===== src/csw_pkg.sv =====
`default_nettype none
package csw_pkg;

   localparam int CLK_PERIOD_NS   = 50;
   localparam int TICK_TIME_NS    = 100000;
   localparam int TICK_CYCLES     = TICK_TIME_NS / CLK_PERIOD_NS;
   localparam int RESTART_TIME_NS = 10000;
   localparam int RESTART_CYCLES  = (RESTART_TIME_NS + CLK_PERIOD_NS - 1) / CLK_PERIOD_NS;

   localparam int ADDR_W    = 8;
   localparam int DATA_W    = 32;
   localparam int NUM_HS    = 3;
   localparam int NUM_TMR   = 2;
   localparam int TCNT_W    = 12;
   localparam int TICKDIV_W = 12;
   localparam int RSTCNT_W  = 8;
   localparam int TCTRL_W   = 7;

   localparam logic [ADDR_W-1:0] ADDR_TIMER1      = 8'h00;
   localparam logic [ADDR_W-1:0] ADDR_TIMER_STEP  = 8'h04;
   localparam logic [ADDR_W-1:0] ADDR_HIGH_SIDE_CONTROL_REG     = 8'h08;
   localparam logic [ADDR_W-1:0] ADDR_WAKE_CTRL   = 8'h0c;
   localparam logic [ADDR_W-1:0] ADDR_WAKE_STAT   = 8'h10;
   localparam logic [ADDR_W-1:0] ADDR_LEVEL_STAT  = 8'h14;
   localparam logic [ADDR_W-1:0] ADDR_BRIDGE_STAT = 8'h18;
   localparam logic [ADDR_W-1:0] ADDR_MODE        = 8'h1c;

   localparam int TMR_ON_LSB     = 0;
   localparam int TMR_PER_LSB    = 4;
   localparam int WAKE_EN_LSB    = 0;
   localparam int CYC_WAKE_LSB   = 4;
   localparam int STAT_TMR_LSB   = 4;
   localparam int MODE_CMD_LSB   = 0;
   localparam int MODE_FAULT_BIT = 8;
   localparam int MODE_STATE_LSB = 16;

   localparam logic [TCTRL_W-1:0]   TMR_CTRL_RST = 7'h00;
   localparam logic [2*NUM_HS-1:0]  HIGH_SIDE_CONTROL_REG_RST  = 6'h00;
   localparam logic [NUM_HS-1:0]    WAKE_EN_RST  = 3'h0;
   localparam logic [NUM_TMR-1:0]   CYC_WAKE_RST = 2'h0;

   localparam logic [1:0] HS_OFF  = 2'h0;
   localparam logic [1:0] HS_ON   = 2'h1;
   localparam logic [1:0] HS_TMR1 = 2'h2;
   localparam logic [1:0] HS_TMR2 = 2'h3;

   localparam logic [1:0] MODE_CMD_NORMAL = 2'h1;
   localparam logic [1:0] MODE_CMD_STOP   = 2'h2;
   localparam logic [1:0] MODE_CMD_SLEEP  = 2'h3;

   typedef enum logic [4:0] {
      CSW_NORMAL   = 5'h01,
      CSW_STOP     = 5'h02,
      CSW_SLEEP    = 5'h04,
      CSW_RESTART  = 5'h08,
      CSW_FAILSAFE = 5'h10
   } csw_mode_t;

   // On-time codes in ticks; 000, 110 and 111 switch the timer off
   function automatic logic [TCNT_W-1:0] csw_on_ticks(input logic [2:0] code);
      case (code)
         3'h1:    csw_on_ticks = 12'h001;
         3'h2:    csw_on_ticks = 12'h003;
         3'h3:    csw_on_ticks = 12'h00a;
         3'h4:    csw_on_ticks = 12'h014;
         3'h5:    csw_on_ticks = 12'h032;
         default: csw_on_ticks = 12'h000;
      endcase
   endfunction

   // Period codes in ticks
   function automatic logic [TCNT_W-1:0] csw_per_ticks(input logic [2:0] code);
      case (code)
         3'h0:    csw_per_ticks = 12'h00a;
         3'h1:    csw_per_ticks = 12'h014;
         3'h2:    csw_per_ticks = 12'h032;
         3'h3:    csw_per_ticks = 12'h064;
         3'h4:    csw_per_ticks = 12'h0c8;
         3'h5:    csw_per_ticks = 12'h1f4;
         3'h6:    csw_per_ticks = 12'h3e8;
         default: csw_per_ticks = 12'h7d0;
      endcase
   endfunction

endpackage
`default_nettype wire


===== src/csw_top.sv =====
// Behaviour
// - Flag fault when on-time exceeds period
// - Misconfigured sole cyclic sense sends sleep to restart
// - Sample wake input once at on-phase end
// - Cyclic sense wake sets input wake flag
// - Level status takes only sampled levels during cyclic sense
// - Level change interrupts, or powers regulator in sleep
// - Wake fires even if flag already set
// - Fail-safe disables switch, senses statically
// - Switch faults disable that high-side switch
// - Stop wake interrupts, sleep wake restarts
// - Uncleared flags at sleep cause immediate restart
// - Cyclic wake interrupts, or restarts from sleep
// - On-time field alone enables each timer
// - Cyclic wake starts on on-time write
// - Interrupt each on-start except the first
// - Two independent timers, mapped by high-side control
// - Cyclic sense starts on on-time write
`timescale 1ns/1ns
`default_nettype none
module csw_top
   import csw_pkg::*;
(
   input  wire logic              i_clk,
   input  wire logic              i_rst_n,
   input  wire logic [ADDR_W-1:0] i_addr,
   input  wire logic [DATA_W-1:0] i_wr_data,
   input  wire logic              i_wr_en,
   input  wire logic              i_rd_en,
   output logic      [DATA_W-1:0] o_rd_data,
   input  wire logic [NUM_HS-1:0] i_wake_input,
   input  wire logic [NUM_HS-1:0] i_hs_fault,
   input  wire logic              i_bridge_short_wake,
   input  wire logic              i_fail_safe_event,
   output logic      [NUM_HS-1:0] o_high_side_output,
   output logic                   o_interrupt_out_n,
   output logic                   o_reset_out_n,
   output logic                   o_main_regulator_en,
   output logic      [4:0]        o_mode
);

   csw_mode_t             mode_reg;
   csw_mode_t             mode_next;
   logic [TICKDIV_W-1:0]  tdiv_reg;
   logic                  tick;
   logic [RSTCNT_W-1:0]   rst_cnt_reg;
   logic [TCTRL_W-1:0]    tmr_ctrl_reg [NUM_TMR];
   logic [2*NUM_HS-1:0]   hs_sel_reg;
   logic [2*NUM_HS-1:0]   hs_sel_next;
   logic [NUM_HS-1:0]     wake_en_reg;
   logic [NUM_TMR-1:0]    cyc_wake_reg;
   logic [NUM_HS-1:0]     wake_flag_reg;
   logic [NUM_TMR-1:0]    tmr_flag_reg;
   logic                  bridge_flag_reg;
   logic [NUM_HS-1:0]     level_reg;
   logic [NUM_HS-1:0]     level_next;
   logic                  spi_fail_reg;
   logic [NUM_HS-1:0]     hs_out_reg;
   logic [NUM_HS-1:0]     hs_out_next;
   logic                  int_n_reg;
   logic [DATA_W-1:0]     rd_data_reg;

   logic [NUM_TMR-1:0]    wr_tmr;
   logic [NUM_TMR-1:0]    tmr_valid;
   logic [NUM_TMR-1:0]    tmr_ok;
   logic [NUM_TMR-1:0]    tmr_bad;
   logic [NUM_TMR-1:0]    tmr_on;
   logic [NUM_TMR-1:0]    tmr_start;
   logic [NUM_TMR-1:0]    tmr_sample;
   logic [NUM_TMR-1:0]    tmr_wake;
   logic [NUM_HS-1:0]     cs_active;
   logic [NUM_HS-1:0]     cs_ok;
   logic [NUM_HS-1:0]     strobe;
   logic [NUM_HS-1:0]     wake_evt;

   // Register decode
   wire cfg_ok    = (mode_reg == CSW_NORMAL);
   wire wr_hs     = i_wr_en && cfg_ok && (i_addr == ADDR_HIGH_SIDE_CONTROL_REG);
   wire wr_wake   = i_wr_en && cfg_ok && (i_addr == ADDR_WAKE_CTRL);
   wire wr_stat   = i_wr_en && (i_addr == ADDR_WAKE_STAT);
   wire wr_bridge = i_wr_en && (i_addr == ADDR_BRIDGE_STAT);
   wire wr_mode   = i_wr_en && (i_addr == ADDR_MODE);
   wire [1:0] cmd = i_wr_data[MODE_CMD_LSB +: 2];

   wire sleep_req  = wr_mode && (mode_reg == CSW_NORMAL) && (cmd == MODE_CMD_SLEEP);
   wire stop_req   = wr_mode && (mode_reg == CSW_NORMAL) && (cmd == MODE_CMD_STOP);
   wire normal_req = wr_mode && (mode_reg == CSW_STOP) && (cmd == MODE_CMD_NORMAL);

   wire sensing = (mode_reg == CSW_NORMAL) || (mode_reg == CSW_STOP) ||
                  (mode_reg == CSW_SLEEP);
   wire awake   = (mode_reg == CSW_NORMAL) || (mode_reg == CSW_STOP);

   wire flags_dirty = (|wake_flag_reg) || (|tmr_flag_reg) || bridge_flag_reg;
   wire valid_src   = (|(wake_en_reg & ~cs_active)) || (|(wake_en_reg & cs_ok)) ||
                      (|(cyc_wake_reg & tmr_valid));
   wire any_wake    = (|wake_evt) || (|tmr_wake) || i_bridge_short_wake;
   wire dis_entry   = ((mode_next == CSW_RESTART) || (mode_next == CSW_FAILSAFE)) &&
                      (mode_next != mode_reg);
   wire rst_done    = (rst_cnt_reg == RSTCNT_W'(RESTART_CYCLES - 1));

   wire [NUM_HS-1:0]  wake_clr = wr_stat ? i_wr_data[WAKE_EN_LSB +: NUM_HS] : 3'h0;
   wire [NUM_TMR-1:0] tmr_clr  = wr_stat ? i_wr_data[STAT_TMR_LSB +: NUM_TMR] : 2'h0;
   wire               fail_clr = wr_mode && i_wr_data[MODE_FAULT_BIT];

   // Low-frequency tick
   assign tick = (tdiv_reg == TICKDIV_W'(TICK_CYCLES - 1));

   always_comb
   begin
      mode_next = mode_reg;
      case (mode_reg)
         CSW_NORMAL:
         begin
            if (sleep_req)
               mode_next = (flags_dirty || !valid_src) ? CSW_RESTART : CSW_SLEEP;
            else if (stop_req)
               mode_next = CSW_STOP;
         end
         CSW_STOP:
         begin
            if (normal_req)
               mode_next = CSW_NORMAL;
         end
         CSW_SLEEP:
         begin
            if (any_wake)
               mode_next = CSW_RESTART;
         end
         CSW_RESTART:
         begin
            if (rst_done)
               mode_next = CSW_NORMAL;
         end
         CSW_FAILSAFE:
         begin
            if (any_wake)
               mode_next = CSW_RESTART;
         end
         default:
            mode_next = CSW_NORMAL;
      endcase
      if (i_fail_safe_event)
         mode_next = CSW_FAILSAFE;
   end

   genvar t;
   generate
      for (t = 0; t < NUM_TMR; t++)
      begin : g_tmr
         wire [TCNT_W-1:0] on_t  = csw_on_ticks(tmr_ctrl_reg[t][TMR_ON_LSB +: 3]);
         wire [TCNT_W-1:0] per_t = csw_per_ticks(tmr_ctrl_reg[t][TMR_PER_LSB +: 3]);
         // Timer restarts with the value being written, not the old one
         wire [TCTRL_W-1:0] ctrl_next  = dis_entry ? TMR_CTRL_RST :
                                         wr_tmr[t] ? i_wr_data[TCTRL_W-1:0] : tmr_ctrl_reg[t];
         wire [TCNT_W-1:0]  on_t_next  = csw_on_ticks(ctrl_next[TMR_ON_LSB +: 3]);
         wire [TCNT_W-1:0]  per_t_next = csw_per_ticks(ctrl_next[TMR_PER_LSB +: 3]);
         assign wr_tmr[t]    = i_wr_en && cfg_ok &&
                               (i_addr == ADDR_TIMER1 + ADDR_W'(t) * ADDR_TIMER_STEP);
         assign tmr_valid[t] = (on_t != 12'h000);
         assign tmr_bad[t]   = tmr_valid[t] && (on_t > per_t);
         assign tmr_ok[t]    = tmr_valid[t] && !tmr_bad[t];
         assign tmr_wake[t]  = tmr_start[t] && cyc_wake_reg[t];

         always_ff @(posedge i_clk)
         begin
            if (!i_rst_n)
               tmr_ctrl_reg[t] <= TMR_CTRL_RST;
            else if (dis_entry)
               tmr_ctrl_reg[t] <= TMR_CTRL_RST;
            else if (wr_tmr[t])
               tmr_ctrl_reg[t] <= i_wr_data[TCTRL_W-1:0];
         end

         // Independent timer per index
         csw_timer u_timer (
            .i_clk          (i_clk),
            .i_rst_n        (i_rst_n),
            .i_tick         (tick),
            .i_restart      (wr_tmr[t] || dis_entry),
            .i_valid        (on_t_next != 12'h000),
            .i_on_ticks     (on_t_next),
            .i_per_ticks    (per_t_next),
            .o_on_phase     (tmr_on[t]),
            .o_start_pulse  (tmr_start[t]),
            .o_sample_pulse (tmr_sample[t])
         );
      end
   endgenerate

   genvar c;
   generate
      for (c = 0; c < NUM_HS; c++)
      begin : g_ch
         wire [1:0] sel     = hs_sel_reg[2*c +: 2];
         wire       tsel    = sel[0];
         wire       changed = (i_wake_input[c] != level_reg[c]);
         assign cs_active[c] = sensing && sel[1] && tmr_valid[tsel];
         assign cs_ok[c]     = cs_active[c] && tmr_ok[tsel];
         assign strobe[c]    = cs_active[c] && tmr_sample[tsel];
         // Static sensing whenever cyclic sense is not running
         assign wake_evt[c]  = changed && (strobe[c] ||
                               (wake_en_reg[c] && !cs_active[c]));
         assign level_next[c] = (strobe[c] || !cs_active[c]) ? i_wake_input[c] :
                                level_reg[c];
         assign hs_sel_next[2*c +: 2] =
            dis_entry                   ? HS_OFF :
            (i_hs_fault[c] && sensing)  ? HS_OFF :
            wr_hs                       ? i_wr_data[2*c +: 2] : sel;
         assign hs_out_next[c] = (sel == HS_ON) ||
                                 (((sel == HS_TMR1) || (sel == HS_TMR2)) && tmr_on[tsel]);
      end
   endgenerate

   always_ff @(posedge i_clk)
   begin
      if (!i_rst_n)
      begin
         mode_reg    <= CSW_NORMAL;
         tdiv_reg    <= '0;
         rst_cnt_reg <= '0;
         hs_sel_reg  <= HIGH_SIDE_CONTROL_REG_RST;
         hs_out_reg  <= '0;
         level_reg   <= '0;
      end
      else
      begin
         mode_reg    <= mode_next;
         tdiv_reg    <= tick ? '0 : tdiv_reg + TICKDIV_W'(1);
         rst_cnt_reg <= (mode_reg == CSW_RESTART) ? rst_cnt_reg + RSTCNT_W'(1) : '0;
         hs_sel_reg  <= hs_sel_next;
         hs_out_reg  <= hs_out_next;
         level_reg   <= level_next;
      end
   end

   // Sticky flags, a new event beats the clear
   always_ff @(posedge i_clk)
   begin
      if (!i_rst_n)
      begin
         wake_en_reg     <= WAKE_EN_RST;
         cyc_wake_reg    <= CYC_WAKE_RST;
         wake_flag_reg   <= '0;
         tmr_flag_reg    <= '0;
         bridge_flag_reg <= 1'b0;
         spi_fail_reg    <= 1'b0;
         int_n_reg       <= 1'b1;
      end
      else
      begin
         if (wr_wake)
         begin
            wake_en_reg  <= i_wr_data[WAKE_EN_LSB +: NUM_HS];
            cyc_wake_reg <= i_wr_data[CYC_WAKE_LSB +: NUM_TMR];
         end
         wake_flag_reg   <= (wake_flag_reg & ~wake_clr) | wake_evt;
         tmr_flag_reg    <= (tmr_flag_reg & ~tmr_clr) | tmr_wake;
         bridge_flag_reg <= (bridge_flag_reg && !(wr_bridge && i_wr_data[0])) ||
                            i_bridge_short_wake;
         spi_fail_reg    <= (spi_fail_reg && !fail_clr) || (|tmr_bad) ||
                            (sleep_req && !valid_src);
         int_n_reg       <= !(any_wake && awake);
      end
   end

   // Read port
   wire [DATA_W-1:0] rd_val =
      (i_addr == ADDR_TIMER1)                   ? DATA_W'(tmr_ctrl_reg[0]) :
      (i_addr == ADDR_TIMER1 + ADDR_TIMER_STEP) ? DATA_W'(tmr_ctrl_reg[1]) :
      (i_addr == ADDR_HIGH_SIDE_CONTROL_REG)                  ? DATA_W'(hs_sel_reg) :
      (i_addr == ADDR_WAKE_CTRL)                ? (DATA_W'(wake_en_reg) |
                                                   (DATA_W'(cyc_wake_reg) << CYC_WAKE_LSB)) :
      (i_addr == ADDR_WAKE_STAT)                ? (DATA_W'(wake_flag_reg) |
                                                   (DATA_W'(tmr_flag_reg) << STAT_TMR_LSB)) :
      (i_addr == ADDR_LEVEL_STAT)               ? DATA_W'(level_reg) :
      (i_addr == ADDR_BRIDGE_STAT)              ? DATA_W'(bridge_flag_reg) :
      (i_addr == ADDR_MODE)                     ? ((DATA_W'(spi_fail_reg) << MODE_FAULT_BIT) |
                                                   (DATA_W'(mode_reg) << MODE_STATE_LSB)) :
      32'h0000_0000;

   always_ff @(posedge i_clk)
   begin
      if (!i_rst_n)
         rd_data_reg <= '0;
      else if (i_rd_en)
         rd_data_reg <= rd_val;
      else
         rd_data_reg <= '0;
   end

   assign o_rd_data           = rd_data_reg;
   assign o_high_side_output  = hs_out_reg;
   assign o_interrupt_out_n   = int_n_reg;
   assign o_reset_out_n       = !((mode_reg == CSW_SLEEP) || (mode_reg == CSW_RESTART));
   assign o_main_regulator_en = !((mode_reg == CSW_SLEEP) || (mode_reg == CSW_FAILSAFE));
   assign o_mode              = mode_reg;
endmodule
`default_nettype wire


===== src/csw_timer.sv =====
`timescale 1ns/1ns
`default_nettype none
module csw_timer
   import csw_pkg::*;
(
   input  wire logic              i_clk,
   input  wire logic              i_rst_n,
   input  wire logic              i_tick,
   input  wire logic              i_restart,
   input  wire logic              i_valid,
   input  wire logic [TCNT_W-1:0] i_on_ticks,
   input  wire logic [TCNT_W-1:0] i_per_ticks,
   output logic                   o_on_phase,
   output logic                   o_start_pulse,
   output logic                   o_sample_pulse
);

   logic [TCNT_W-1:0] cnt_reg;
   logic [TCNT_W-1:0] cnt_next;
   logic              on_reg;
   logic              on_next;
   logic              start_reg;
   logic              sample_reg;

   wire [TCNT_W-1:0] cnt_inc  = cnt_reg + 12'h001;
   wire              run_tick = i_tick && i_valid && !i_restart;
   wire              wrap     = run_tick && (cnt_inc == i_per_ticks);
   wire              on_end   = run_tick && !wrap && on_reg && (cnt_inc == i_on_ticks);

   // Restart on rewrite, on-phase opens every period start
   assign cnt_next = (i_restart || !i_valid) ? 12'h000 :
                     wrap                    ? 12'h000 :
                     run_tick                ? cnt_inc : cnt_reg;
   assign on_next  = i_restart ? i_valid :
                     !i_valid  ? 1'b0    :
                     wrap      ? 1'b1    :
                     on_end    ? 1'b0    : on_reg;

   always_ff @(posedge i_clk)
   begin
      if (!i_rst_n)
      begin
         cnt_reg    <= 12'h000;
         on_reg     <= 1'b0;
         start_reg  <= 1'b0;
         sample_reg <= 1'b0;
      end
      else
      begin
         cnt_reg    <= cnt_next;
         on_reg     <= on_next;
         start_reg  <= wrap;
         sample_reg <= on_end;
      end
   end

   assign o_on_phase     = on_reg;
   assign o_start_pulse  = start_reg;
   assign o_sample_pulse = sample_reg;

endmodule
`default_nettype wire


===== config.mk =====
export PLATFORM = sky130hd
export DESIGN_NAME = csw_top
export DESIGN_NICKNAME = d
export VERILOG_FILES = /design/src/csw_pkg.sv /design/src/csw_top.sv /design/src/csw_timer.sv
export SDC_FILE = /design/constraint.sdc
export NUM_CORES = 1
export LEC_CHECK = 0
export BUFFER_PORTS_ARGS = -buffer_cell sky130_fd_sc_hd__buf_2
export CORE_AREA = 2 2 123 172
export DETAILED_ROUTE_END_ITERATION = 7
export DIE_AREA = 0 0 125 174
export HOLD_SLACK_MARGIN = 0.06
export SYNTH_ARGS = -nofsm -noshare
export SYNTH_HDL_FRONTEND = slang
export SYNTH_HIERARCHICAL = 1
export SYNTH_SLANG_ARGS = --single-unit

===== constraint.sdc =====
create_clock -name i_clk -period 11.2 [get_ports i_clk]
set_input_delay 2.24 -clock i_clk [delete_from_list [all_inputs] [get_ports i_clk]]
set_output_delay 2.24 -clock i_clk [all_outputs]
set_load 0.005 [all_outputs]

==> reports/qor_table.md, run 1 <==
| Stage | Parameter | Reported |
|:---|:---|:---|
| finish | Proportion of layout cells with a drive suffix above 1 | 0.111 |
| clocking | Clock latency on the worst-skew pair | 0.36 ns |
| critical path | Setup slack, reg-to-reg | 4.99 ns |
| global route | Largest net degree at the start of global routing | 37 |
| sta | Max-slew violation count | 0 |
| min path | Hold_sp | tdiv_reg[0] |
| synthesis | Seq/Total Area, Yosys | 0.294 |
| global route | Total global-route track usage | 0.190 |
| route | Avg Vias per Cell | 5.33 |
| power and ir drop | Pwr dens | 102 mW/mm2 |
| placed design | Total of buffers placed on input and output ports | 51 |
| finish | Flip-flop count of the largest register, all copies and words added | 24 |
| die | Top-level port count | 95 |
| sta | Slew at the pin with the worst max-slew slack | 1.17 ns |
| route | Number of nets with antenna violations after routing | 0 |
| die | FP Rows | 62 |
| min path | Hold-critical path endpoint | tdiv_reg[0] |
| critical path | Sequence of cells on the critical path | buf_2, nor4_1, nand2_1, nor2_1, nand3_1, mux2i_1, mux2i_1, nor2_1, nand2_1, nor2_2, nand4_1, nor3_1, o2111ai_1, nor4b_1 |
| critical path | Data arrival time of the worst path | 6.97 ns |
| sta | RSZ-0062 raised after global routing | no |
| clocking | Post-CTS setup buffer count | 0 |
| critical path | Crit path max-delay family | simple AND/OR/NAND/NOR gates |
| power and ir drop | Relative contribution of sequential cells to total power | 0.469 |
| die | Die Footprint | 0.0218 mm2 |
| flow run | Number of maximum-capacitance constraint violations | 0 |
| critical path | Critical setup path kind | input pin to register |
| critical path | Start point of the critical path | i_addr[7] |
| global route | Vias in the first global route | 6,455 |
| min path | Worst hold path type | register to register |
| clocking | H-tree depth | 3 |
| clocking | Quantity of gates resized following cts | 0 |
| global route | Antenna violations before repair | 1 |
| critical path | Highest fanout seen on the critical path | 14 |
| clocking | Clock tree from TritonCTS | done |
| placed design | Half-perimeter wire length after placement | 15,800 um |
| synthesis | Post-synthesis cell type count | 74 |
| die | Total core area | 0.0203 mm2 |
| sta | Post-layout minimum cycle time | 6.80 ns |
| power and ir drop | Int Pwr | 0.000640 W |
| clocking | Clock transition at the register clock pins on the worst setup and hold paths after CTS | 0.08 ns |
| synthesis | Yosys synthesis warning count | 6 |
| synthesis | Proportion of register bits with asynchronous set or reset after synthesis | 0 |
| global route | Global-route wire length before repair | 33,300 um |
| route | Drc violations | 0 |
| sta | Final hold viol count | 0 |
| synthesis | Syn avg cell area | 8.09 um2 |
| sta | Sum of negative setup slack | 0 ns |
| synthesis | Number of synthesized flops with an enable pin | 14 |
| critical path | Path depth of the worst reg2reg path | 19 |
| global route | GR Overflow Total | 0 |
| power and ir drop | Worst ir drop on vdd | 0.0791 mV |
| clocking | Number of hold buffers added after CTS | 0 |
| run status | Result of the run | complete, no violations |
| sta | Clock Skews | 0.0128 ns |
| die | Die height | 174 um |
| critical path | Sort of element at the end of the critical path | register |
| finish | Synth-to-layout area growth | 8.35% |
| synthesis | Post-synthesis instance area | 0.00776 mm2 |
| power and ir drop | Clock power frac | 0.416 |
| power and ir drop | Switching share of total power | 0.255 |
| sta | Setup Viol. Count Final | 0 |
| critical path | Worst Path Buf+Inv | 1 |
| placed design | Last weighted congestion value of the routability-driven placer | 0.874 |
| power and ir drop | Share of total power in combinational logic | 0.115 |
| sta | Worst relative slew slack | 0.209 |
| min path | Hold path depth | 1 |
| critical path | Origin of the critical flop-to-flop path | tmr_ctrl_reg[0][1] |
| synthesis | Mapped Cells | 959 |
| sta | Final worst path period share | 0.607 |
| clocking | Number of buffers inserted during clock tree synthesis | 9 |
| route | Wire per inst | 16.4 um |
| critical path | Slowest Stage Delay on Critical Path | 0.74 ns |
| die | Initial Util | 0.382 |
| clocking | Maximum count of clock buffers along a single path | 2 |
| power and ir drop | LEAKAGE | 3.05 nW |
| critical path | Standard cell with the maximum stage delay on the critical path | sky130_fd_sc_hd__nor4b_1 |
| synthesis | Synthesized flop and latch total | 107 |
| route | Total detailed-routing wirelength | 20,600 um |
| die | Die W | 125 um |
| clocking | Number of sinks handled by clock tree synthesis | 107 |
| power and ir drop | Sw power | 0.000220 W |
| critical path | WP data required | 11.37 ns |
| power and ir drop | Power consumption | 0.000860 W |
| route | Number of optimization iterations in the first detailed-route pass | 5 |
| sta | Maximum clock frequency | 147 MHz |
| finish | Nets | 1,062 |
| critical path | Endpoint of the most critical register-to-register path | g_tmr[0].u_timer/o_sample_pulse |
| route | Routed vias | 6,677 |
| critical path | Crit path launch type | input pin |
| clocking | Cell chosen for the clock root | sky130_fd_sc_hd__clkbuf_16 |
| route | DRC violation total after the first TritonRoute iteration | 429 |
| synthesis | Prevailing post-synth register cell | sky130_fd_sc_hd__dfxtp_1 |
-- through the flow --
step	worst slack (ns)	hold WS [ns]	util	cells	instance area (um2)
after floorplan	5.24	0.413	-	997	7900
after global placement	4.17	0.429	0.397	1235	8070
after detailed placement	4.11	0.438	0.397	1235	8070
after CTS	4.44	0.456	0.414	1251	8400
after global routing	4.17	0.480	0.414	1251	8400
final	4.40	0.454	0.414	1252	8410
-- synth_stat cells, drive strengths merged, types with 4 or more instances --
| library cell | number | area (um2) |
|---|---|---|
| a22oi | 8 | 60.1 |
| mux2 | 9 | 101 |
| nor3b | 11 | 82.6 |
| o22ai | 4 | 37.5 |
| o21ai | 36 | 180 |
| clkbuf | 27 | 101 |
| mux2i | 24 | 240 |
| and3 | 26 | 168 |
| nor4 | 10 | 105 |
| nor3 | 40 | 205 |
| nor2 | 125 | 474 |
| a21boi | 5 | 37.5 |
| o41ai | 5 | 70.1 |
| o21a | 4 | 30.0 |
| a21oi | 42 | 210 |
| or2 | 5 | 31.3 |
| a31oi | 12 | 75.1 |
| buf | 46 | 337 |
| a211oi | 8 | 65.1 |
| xor2 | 45 | 394 |
| nand4 | 15 | 106 |
| dfxtp | 93 | 1860 |
| ha | 20 | 250 |
| edfxtp | 14 | 420 |
| nor2b | 15 | 96.3 |
| a21o | 4 | 30.0 |
| and2 | 14 | 87.6 |
| nand2b | 12 | 75.1 |
| a221oi | 4 | 35.0 |
| nand3 | 29 | 170 |
| o31ai | 6 | 45.0 |
| or3 | 7 | 43.8 |
| nand2 | 95 | 357 |
| a211o | 5 | 46.3 |
| xnor2 | 73 | 654 |
| inv | 23 | 86.3 |
| nor4b | 7 | 91.3 |
-- final cells by class --
| type | count | area (um2) |
|---|---|---|
| fill | 2085 | 11900 |
| antenna | 1 | 2.50 |
| clock inverter | 4 | 72.6 |
| timing repair buffer | 55 | 285 |
| sequential | 107 | 2280 |
| clock buffer | 12 | 258 |
| tap | 256 | 320 |
| inverter | 23 | 86.3 |
| multi-input combinational | 794 | 5100 |
-- cell families (layout without fill, tap and decap cells) --
| family | count (synthesis) | after routing | share of synthesized area |
|---|---|---|---|
| xor+xnor | 120 | 120 | 0.141 |
| simple gates | 419 | 419 | 0.278 |
| fa+ha+maj | 20 | 20 | 0.0323 |
| buf+inv | 96 | 94 | 0.0676 |
| compound gates | 163 | 163 | 0.142 |
| other cells | 1 | 40 | 0.000483 |
| mux | 33 | 33 | 0.0440 |
| flops | 107 | 107 | 0.294 |
-- placed cells by master, fill, tap and decap left out, types with 22 or more instances in the layout --
| cell | instances |
|---|---|
| sky130_fd_sc_hd__nand2_1 | 95 |
| sky130_fd_sc_hd__o21ai_0 | 36 |
| sky130_fd_sc_hd__nor3_1 | 38 |
| sky130_fd_sc_hd__conb_1 | 39 |
| sky130_fd_sc_hd__and3_1 | 22 |
| sky130_fd_sc_hd__nor2_1 | 123 |
| sky130_fd_sc_hd__a21oi_1 | 42 |
| sky130_fd_sc_hd__mux2i_1 | 24 |
| sky130_fd_sc_hd__buf_2 | 51 |
| sky130_fd_sc_hd__xnor2_1 | 71 |
| sky130_fd_sc_hd__xor2_1 | 45 |
| sky130_fd_sc_hd__nand3_1 | 27 |
| sky130_fd_sc_hd__inv_1 | 23 |
| sky130_fd_sc_hd__dfxtp_1 | 93 |
-- power groups by stage --
stage | Clock [W] | Sequential (W) | Combinational [W]
4_1_cts | 0.000369 | 0.000403 | 0.0000985
5_1_grt | 0.000382 | 0.000405 | 0.000110
3_3_place_gp | 0 | 0.000412 | 0.0000970
2_1_floorplan | 0 | 0.000407 | 0.0000798
6_report | 0.000358 | 0.000404 | 0.0000986
3_5_place_dp | 0 | 0.000412 | 0.0000981
-- how the worst max path moves through the flow --
stage / to / slack, ns / cells past startpoint
2_1_floorplan: g_tmr[1].u_timer/cnt_reg[0] / 5.24 / 16
3_3_place_gp: g_tmr[0].u_timer/o_sample_pulse / 4.17 / 14
3_5_place_dp: g_tmr[0].u_timer/o_sample_pulse / 4.11 / 14
4_1_cts: g_tmr[0].u_timer/o_sample_pulse / 4.44 / 14
5_1_grt: g_tmr[0].u_timer/o_sample_pulse / 4.17 / 14
6_report: g_tmr[0].u_timer/o_sample_pulse / 4.40 / 14
-- layer usage --
layer / part of all wire / GRT usage
met5: 0 / 0
met1: 0.40 / 0.207
met4: 0.041 / 0.0894
met2: 0.52 / 0.352
met3: 0.036 / 0.0332
Power figures use the tool's default switching activity.
==> run 2, diff against run 1 <==
==> constraint.sdc (replaced) <==
create_clock -name i_clk -period 6.2 [get_ports i_clk]
set_input_delay 1.24 -clock i_clk [delete_from_list [all_inputs] [get_ports i_clk]]
set_output_delay 1.24 -clock i_clk [all_outputs]
set_load 0.005 [all_outputs]
==> reports/qor_table.md, run 2 (synthesis results as in run 1) <==
| Stage | Parameter | Reported | Change |
|:---|:---|:---|:---|
| clocking | Number of sinks handled by clock tree synthesis | 107 | unchanged |
| sta | Worst relative slew slack | 0.177 | was 0.209 |
| route | Drc violations | 0 | unchanged |
| placed design | DP Cell Count | 1,252 | was 1,235 |
| run status | Result of the run | complete, no violations | unchanged |
| global route | Antenna violations before repair | 1 | unchanged |
| flow run | Number of maximum-capacitance constraint violations | 0 | unchanged |
| finish | Non-filler instance count after layout | 1,269 | was 1,252 |
| sta | Clock Skews | 0.00876 ns | was 0.0128 ns |
| route | Avg Vias per Cell | 5.36 | was 5.33 |
| route | Routed vias | 6,796 | was 6,677 |
| finish | Post-route standard cell area excluding fillers | 0.00853 mm2 | was 0.00841 mm2 |
| placed design | Half-perimeter wire length after placement | 16,100 um | was 15,800 um |
| critical path | Standard cell with the maximum stage delay on the critical path | sky130_fd_sc_hd__o41ai_4 | was sky130_fd_sc_hd__nor4b_1 |
| clocking | Number of buffers inserted during clock tree synthesis | 9 | unchanged |
| critical path | Worst Path Buf+Inv | 1 | unchanged |
| finish | Filler instances | 2,086 | was 2,085 |
| critical path | Slowest Stage Delay on Critical Path | 0.86 ns | was 0.74 ns |
| global route | Vias in the first global route | 6,581 | was 6,455 |
| placed design | Total of buffers placed on input and output ports | 51 | unchanged |
| route | Wire per inst | 16.5 um | was 16.4 um |
| critical path | Crit path launch type | register | was input pin |
| min path | Worst hold path type | register to register | unchanged |
| sta | Slew at the pin with the worst max-slew slack | 1.22 ns | was 1.17 ns |
| sta | Final hold viol count | 0 | unchanged |
| finish | Flip-flop count of the largest register, all copies and words added | 24 | unchanged |
| critical path | Critical setup path kind | register to register | was input pin to register |
| route | Number of optimization iterations in the first detailed-route pass | 5 | unchanged |
| clocking | Cell chosen for the clock root | sky130_fd_sc_hd__clkbuf_16 | unchanged |
| clocking | Clock latency on the worst-skew pair | 0.36 ns | about the same |
| finish | Most common cell after layout, fill and taps aside | sky130_fd_sc_hd__nor2_1 | unchanged |
| die | Die height | 174 um | unchanged |
| clocking | H-tree depth | 3 | unchanged |
| finish | Nets | 1,079 | was 1,062 |
| global route | Total global-route track usage | 0.192 | was 0.190 |
| placed design | Placed instance area | 0.00820 mm2 | was 0.00807 mm2 |
| sta | Sum of negative setup slack | 0 ns | unchanged |
| route | DRC violation total after the first TritonRoute iteration | 453 | was 429 |
| clocking | Quantity of gates resized following cts | 0 | unchanged |
| critical path | WP data required | 6.44 ns | was 11.37 ns |
| power and ir drop | Pwr dens | 180 mW/mm2 | was 102 mW/mm2 |
| power and ir drop | Worst ir drop on vdd | 0.130 mV | was 0.0791 mV |
| global route | Global-route wire length before repair | 33,600 um | was 33,300 um |
| global route | GR Overflow Total | 0 | unchanged |
| die | Top-level port count | 95 | unchanged |
| die | Die W | 125 um | unchanged |
| sta | Final worst path period share | 0.927 |  |
| critical path | Highest fanout seen on the critical path | 13 | was 14 |
| sta | Post-layout minimum cycle time | 5.74 ns |  |
| sta | Setup Viol. Count Final | 0 | unchanged |
| clocking | Clock transition at the register clock pins on the worst setup and hold paths after CTS | 0.07 ns | was 0.08 ns |
| die | FP Rows | 62 | unchanged |
| critical path | Crit path max-delay family | compound AO/OA/AOI/OAI gates | was simple AND/OR/NAND/NOR gates |
| finish | Proportion of layout cells with a drive suffix above 1 | 0.127 | was 0.111 |
| finish | Most frequent cells in the layout | sky130_fd_sc_hd__nor2_1 (123), sky130_fd_sc_hd__nand2_1 (95), sky130_fd_sc_hd__dfxtp_1 (93) | unchanged |
| clocking | Number of hold buffers added after CTS | 0 | unchanged |
| die | Total core area | 0.0203 mm2 | unchanged |
| critical path | Sort of element at the end of the critical path | register | unchanged |
| sta | Maximum clock frequency | 174 MHz |  |
| placed design | Last weighted congestion value of the routability-driven placer | 0.893 | was 0.874 |
| route | Total detailed-routing wirelength | 20,900 um | was 20,600 um |
| route | Number of nets with antenna violations after routing | 0 | unchanged |
| clocking | Post-CTS setup buffer count | 0 | unchanged |
| global route | Largest net degree at the start of global routing | 37 | unchanged |
| power and ir drop | LEAKAGE | 3.14 nW | was 3.05 nW |
| clocking | Clock tree from TritonCTS | done | unchanged |
| die | Die Footprint | 0.0218 mm2 | unchanged |
| sta | RSZ-0062 raised after global routing | no | unchanged |
| finish | Synth-to-layout area growth | 9.95% | was 8.35% |
| die | Initial Util | 0.382 | unchanged |
| critical path | Data arrival time of the worst path | 5.99 ns | was 6.97 ns |
| critical path | Sequence of cells on the critical path | ha_1, nand2b_1, o21ai_0, a32oi_1, ha_1, inv_1, a211o_1, o211ai_1, o41ai_1, a21oi_1, nor4_2, a211oi_2, o41ai_4, nor2_1, or4b_1, a21oi_1, o31ai_1, nor4b_4, a211o_2, nor2_1 | was buf_2, nor4_1, nand2_1, nor2_1, nand3_1, mux2i_1, mux2i_1, nor2_1, nand2_1, nor2_2, nand4_1, nor3_1, o2111ai_1, nor4b_1 |
| clocking | Maximum count of clock buffers along a single path | 2 | unchanged |
| sta | Max-slew violation count | 0 | unchanged |
## run 2: cell types whose count changed in the layout (fill, tap and decap cells not counted)
cell	before	now
sky130_fd_sc_hd__clkbuf_16	10	11
sky130_fd_sc_hd__clkbuf_8	0	2
sky130_fd_sc_hd__inv_8	0	1
sky130_fd_sc_hd__bufinv_16	2	0
sky130_fd_sc_hd__buf_4	4	21
sky130_fd_sc_hd__clkbuf_1	2	0
## run 2: path summary, 6_finish.rpt
path	slack [ns]	start	cells past startpoint	endpoint
worst min register to register	0.44	tdiv_reg[0]	1	tdiv_reg[0]
worst max-delay path	0.46	tmr_ctrl_reg[1][2]	20	g_tmr[1].u_timer/cnt_reg[7]
worst max register to register	0.46	tmr_ctrl_reg[1][2]	20	g_tmr[1].u_timer/cnt_reg[7]
worst min-delay path	0.44	tdiv_reg[0]	1	tdiv_reg[0]
## run 2: through the flow
| step | total power, W | worst slack [ns] | utilization | hold WS, ns |
|---|---|---|---|---|
| after floorplan | 0.000879 | 1.24 | - | 0.413 |
| after global routing | 0.00160 | 0.0314 | 0.420 | 0.488 |
| after global placement | 0.000928 | 0.514 | 0.404 | 0.428 |
| after detailed placement | 0.000930 | 0.423 | 0.404 | 0.439 |
| after CTS | 0.00156 | 0.395 | 0.420 | 0.450 |
| final | 0.00154 | 0.455 | 0.420 | 0.444 |
## run 2: cell type report
| type | count | area, um2 | share of cell area |
|---|---|---|---|
| Tap cell | 256 | 320 | 0.0375 |
| Timing Repair Buffer | 72 | 413 | 0.0484 |
| Multi-Input combinational cell | 794 | 5100 | 0.598 |
| Inverter | 23 | 86.3 | 0.0101 |
| Clock buffer | 13 | 303 | 0.0355 |
| Clock inverter | 3 | 23.8 | 0.00279 |
| Antenna cell | 1 | 2.50 | 0.000293 |
| Sequential cell | 107 | 2280 | 0.268 |
## run 2: worst register-to-register path: cells and delay by family, from the launching register on
kind / cells / cell delay [ns]
AND/OR/NAND/NOR: 6 / 1.67
adder cells (fa/ha/maj): 2 / 0.65
buffers and inverters: 1 / 0.05
flip-flops: 1 / 0.53
AO/OA/AOI/OAI: 11 / 2.72
## run 2: metal layers
layer,vias up,global-route usage,share of wire
met5,-,0,0
met4,0,0.112,0.049
met3,62,0.0326,0.041
met2,189,0.356,0.52
met1,3156,0.202,0.39
li1,3389,-,-
## run 2: power breakdown
| group | internal (W) | switching [W] |
|---|---|---|
| Clock | 0.000346 | 0.000277 |
| Combinational | 0.0000725 | 0.000116 |
| Sequential | 0.000711 | 0.0000149 |
==> run 3, diff against run 2 <==
--- a/config.mk
+++ b/config.mk
@@ -10,6 +10,7 @@
 export DETAILED_ROUTE_END_ITERATION = 7
 export DIE_AREA = 0 0 125 174
 export HOLD_SLACK_MARGIN = 0.06
+export SETUP_SLACK_MARGIN = 0.5
 export SYNTH_ARGS = -nofsm -noshare
 export SYNTH_HDL_FRONTEND = slang
 export SYNTH_HIERARCHICAL = 1
==> reports/qor_table.md, run 3 (synthesis results as in run 1) <==
| Stage | Parameter | Reported | Change |
|:---|:---|:---|:---|
| route | Wire per inst | 16.6 um | was 16.5 um |
| finish | Flip-flop count of the largest register, all copies and words added | 24 | unchanged |
| critical path | Standard cell with the maximum stage delay on the critical path | sky130_fd_sc_hd__edfxtp_1 | was sky130_fd_sc_hd__o41ai_4 |
| route | Total detailed-routing wirelength | 21,200 um | was 20,900 um |
| sta | Final hold viol count | 0 | unchanged |
| route | DRC violation total after the first TritonRoute iteration | 427 | was 453 |
| finish | Synth-to-layout area growth | 11.3% | was 9.95% |
| clocking | Number of sinks handled by clock tree synthesis | 107 | unchanged |
| sta | Max-slew violation count | 0 | unchanged |
| critical path | Path depth of the worst reg2reg path | 23 | was 20 |
| sta | Final worst slack | 0.908 ns | was 0.455 ns |
| finish | Area used by multi-input combinational logic | 0.00518 mm2 | was 0.00510 mm2 |
| sta | Worst relative slew slack | 0.174 | was 0.177 |
| route | Number of optimization iterations in the first detailed-route pass | 5 | unchanged |
| critical path | Critical Path Most Common Cell | sky130_fd_sc_hd__buf_4 |  |
| flow run | Number of maximum-capacitance constraint violations | 0 | unchanged |
| critical path | Sequence of cells on the critical path | ha_1, inv_1, and4_1, ha_1, nand4_1, a211o_1, o211ai_1, buf_4, a31oi_1, o22ai_1, nor4_4, a211oi_4, o41ai_4, buf_4, buf_4, a211oi_2, nor2b_1, mux2_2, nor4_1, nor4b_4, buf_4, a21oi_1, a21oi_1 | was ha_1, nand2b_1, o21ai_0, a32oi_1, ha_1, inv_1, a211o_1, o211ai_1, o41ai_1, a21oi_1, nor4_2, a211oi_2, o41ai_4, nor2_1, or4b_1, a21oi_1, o31ai_1, nor4b_4, a211o_2, nor2_1 |
| clocking | Maximum count of clock buffers along a single path | 2 | unchanged |
| global route | Met1 global-route usage | 0.207 | was 0.202 |
| route | Avg Vias per Cell | 5.39 | was 5.36 |
| sta | Slew at the pin with the worst max-slew slack | 1.23 ns | was 1.22 ns |
| clocking | Number of buffers inserted during clock tree synthesis | 9 | unchanged |
| global route | GR Overflow Total | 0 | unchanged |
| finish | Most common cell after layout, fill and taps aside | sky130_fd_sc_hd__nor2_1 | unchanged |
| die | Die height | 174 um | unchanged |
| placed design | Last weighted congestion value of the routability-driven placer | 0.893 | unchanged |
| placed design | Half-perimeter wire length after placement | 16,100 um | unchanged |
| critical path | Endpoint of the most critical register-to-register path | g_tmr[1].u_timer/o_on_phase | was g_tmr[1].u_timer/cnt_reg[7] |
| clocking | H-tree depth | 3 | unchanged |
| die | Die W | 125 um | unchanged |
| critical path | Crit path launch type | register | unchanged |
| critical path | Data arrival time of the worst path | 5.58 ns | was 5.99 ns |
| critical path | Setup slack, reg-to-reg | 0.91 ns | was 0.46 ns |
| die | Total core area | 0.0203 mm2 | unchanged |
| critical path | Slowest Stage Delay on Critical Path | 0.53 ns | was 0.86 ns |
| sta | Setup Viol. Count Final | 0 | unchanged |
| sta | RSZ-0062 raised after global routing | no | unchanged |
| power and ir drop | Pwr dens | 179 mW/mm2 | was 180 mW/mm2 |
| critical path | Start point of the critical path | tmr_ctrl_reg[1][2] | unchanged |
| global route | Antenna violations before repair | 1 | unchanged |
| critical path | Sort of element at the end of the critical path | register | unchanged |
| finish | Most frequent cells in the layout | sky130_fd_sc_hd__nor2_1 (122), sky130_fd_sc_hd__nand2_1 (95), sky130_fd_sc_hd__dfxtp_1 (93) | was sky130_fd_sc_hd__nor2_1 (123), sky130_fd_sc_hd__nand2_1 (95), sky130_fd_sc_hd__dfxtp_1 (93) |
| placed design | Total of buffers placed on input and output ports | 51 | unchanged |
| global route | Total global-route track usage | 0.195 | was 0.192 |
| finish | Flip-flop and latch area | 0.00228 mm2 | unchanged |
| finish | Nets | 1,084 | was 1,079 |
| critical path | WP data required | 6.49 ns | was 6.44 ns |
| route | Drc violations | 0 | unchanged |
| sta | Maximum clock frequency | 189 MHz | was 174 MHz |
| sta | Clock Skews | 0.0104 ns | was 0.00876 ns |
| finish | Proportion of layout cells with a drive suffix above 1 | 0.135 | was 0.127 |
| global route | Largest net degree at the start of global routing | 37 | unchanged |
| global route | Busiest grt layer | met2 | unchanged |
| route | Routed vias | 6,862 | was 6,796 |
| critical path | Origin of the critical flop-to-flop path | tmr_ctrl_reg[1][2] | unchanged |
| sta | Final worst path period share | 0.853 | was 0.927 |
| die | FP Rows | 62 | unchanged |
| die | Top-level port count | 95 | unchanged |
| placed design | Pre-CTS WS | 0.423 ns | unchanged |
| sta | Sum of negative setup slack | 0 ns | unchanged |
| clocking | Cell chosen for the clock root | sky130_fd_sc_hd__clkbuf_16 | unchanged |
| run status | Result of the run | complete, no violations | unchanged |
| power and ir drop | Worst ir drop on vdd | 0.130 mV | about the same |
| die | Die Footprint | 0.0218 mm2 | unchanged |
| clocking | Clock transition at the register clock pins on the worst setup and hold paths after CTS | 0.08 ns | was 0.07 ns |
| global route | Global-route wire length before repair | 33,900 um | was 33,600 um |
| min path | Worst hold path type | register to register | unchanged |
| route | Number of nets with antenna violations after routing | 0 | unchanged |
| critical path | Critical setup path kind | register to register | unchanged |
| global route | Vias in the first global route | 6,599 | was 6,581 |
| critical path | Critical path capture point | g_tmr[1].u_timer/o_on_phase | was g_tmr[1].u_timer/cnt_reg[7] |
| min path | Hold path depth | 1 | unchanged |
| clocking | Clock latency on the worst-skew pair | 0.36 ns | about the same |
| die | Initial Util | 0.382 | unchanged |
| finish | Filler instances | 2,076 | was 2,086 |
| global route | Met3 Resource Use GR | 0.0326 | unchanged |
| clocking | Clock tree from TritonCTS | done | unchanged |
| critical path | Highest fanout seen on the critical path | 15 | was 13 |
| global route | Met2 routing resource usage after global routing | 0.359 | was 0.356 |
| sta | Post-layout minimum cycle time | 5.29 ns | was 5.74 ns |
| power and ir drop | LEAKAGE | 3.18 nW | was 3.14 nW |
run 3: through the flow:
stage	hold slack, ns	std cells	util	power, W	area [um2]
after CTS	0.450	1270	0.421	0.00156	8550
after global routing	0.488	1273	0.425	0.00161	8640
after floorplan	0.413	997	-	0.000879	7900
after detailed placement	0.439	1252	0.404	0.000930	8200
after global placement	0.428	1252	0.404	0.000928	8200
final	0.444	1274	0.425	0.00155	8640
run 3: worst min path at each step:
| stage | to | slack, ns | from |
|---|---|---|---|
| final | tdiv_reg[0] | 0.44 | tdiv_reg[0] |
| after CTS | tdiv_reg[0] | 0.45 | tdiv_reg[0] |
| after detailed placement | tdiv_reg[0] | 0.44 | tdiv_reg[0] |
| after global placement | tdiv_reg[0] | 0.43 | tdiv_reg[0] |
| after floorplan | tdiv_reg[0] | 0.41 | tdiv_reg[0] |
| after global routing | rst_cnt_reg[0] | 0.49 | rst_cnt_reg[0] |
run 3: final cells by class:
cell class	count	area share
Antenna cell	1	0.000290
Tap cell	256	0.0371
Timing Repair Buffer	76	0.0513
Inverter	23	0.00999
Clock buffer	13	0.0351
Sequential cell	107	0.264
Multi-Input combinational cell	795	0.599
Clock inverter	3	0.00275
run 3: per-layer routing:
metal / wire [um] / up-vias
li1: - / 3400
met5: 0 / -
met2: 10900 / 215
met1: 8340 / 3182
met3: 915 / 65
met4: 1030 / 0
run 3: timing repair:
action	4_1_cts	5_1_grt
gates cloned	1	0
hold buffers	0	0
buffers inserted	1	3
pin swaps	1	4
endpoints found under the setup margin	25	30
gates resized for setup	0	9
run 3: where the power goes:
part / switching [W] / internal (W) / leakage, nW
combinational: 0.000120 / 0.0000768 / 2.11
clock: 0.000280 / 0.000346 / 0.160
sequential: 0.0000149 / 0.000711 / 0.907
run 3: worst max-delay path: cells and delay by family, from the launching register on:
| family | cells | cell delay (ns) |
|---|---|---|
| muxes | 1 | 0.28 |
| AOI/OAI and AO/OA | 9 | 1.81 |
| buffers and inverters | 5 | 0.81 |
| and+or+nand+nor | 6 | 1.09 |
| DFF | 1 | 0.53 |
| adders and majority gates | 2 | 0.69 |
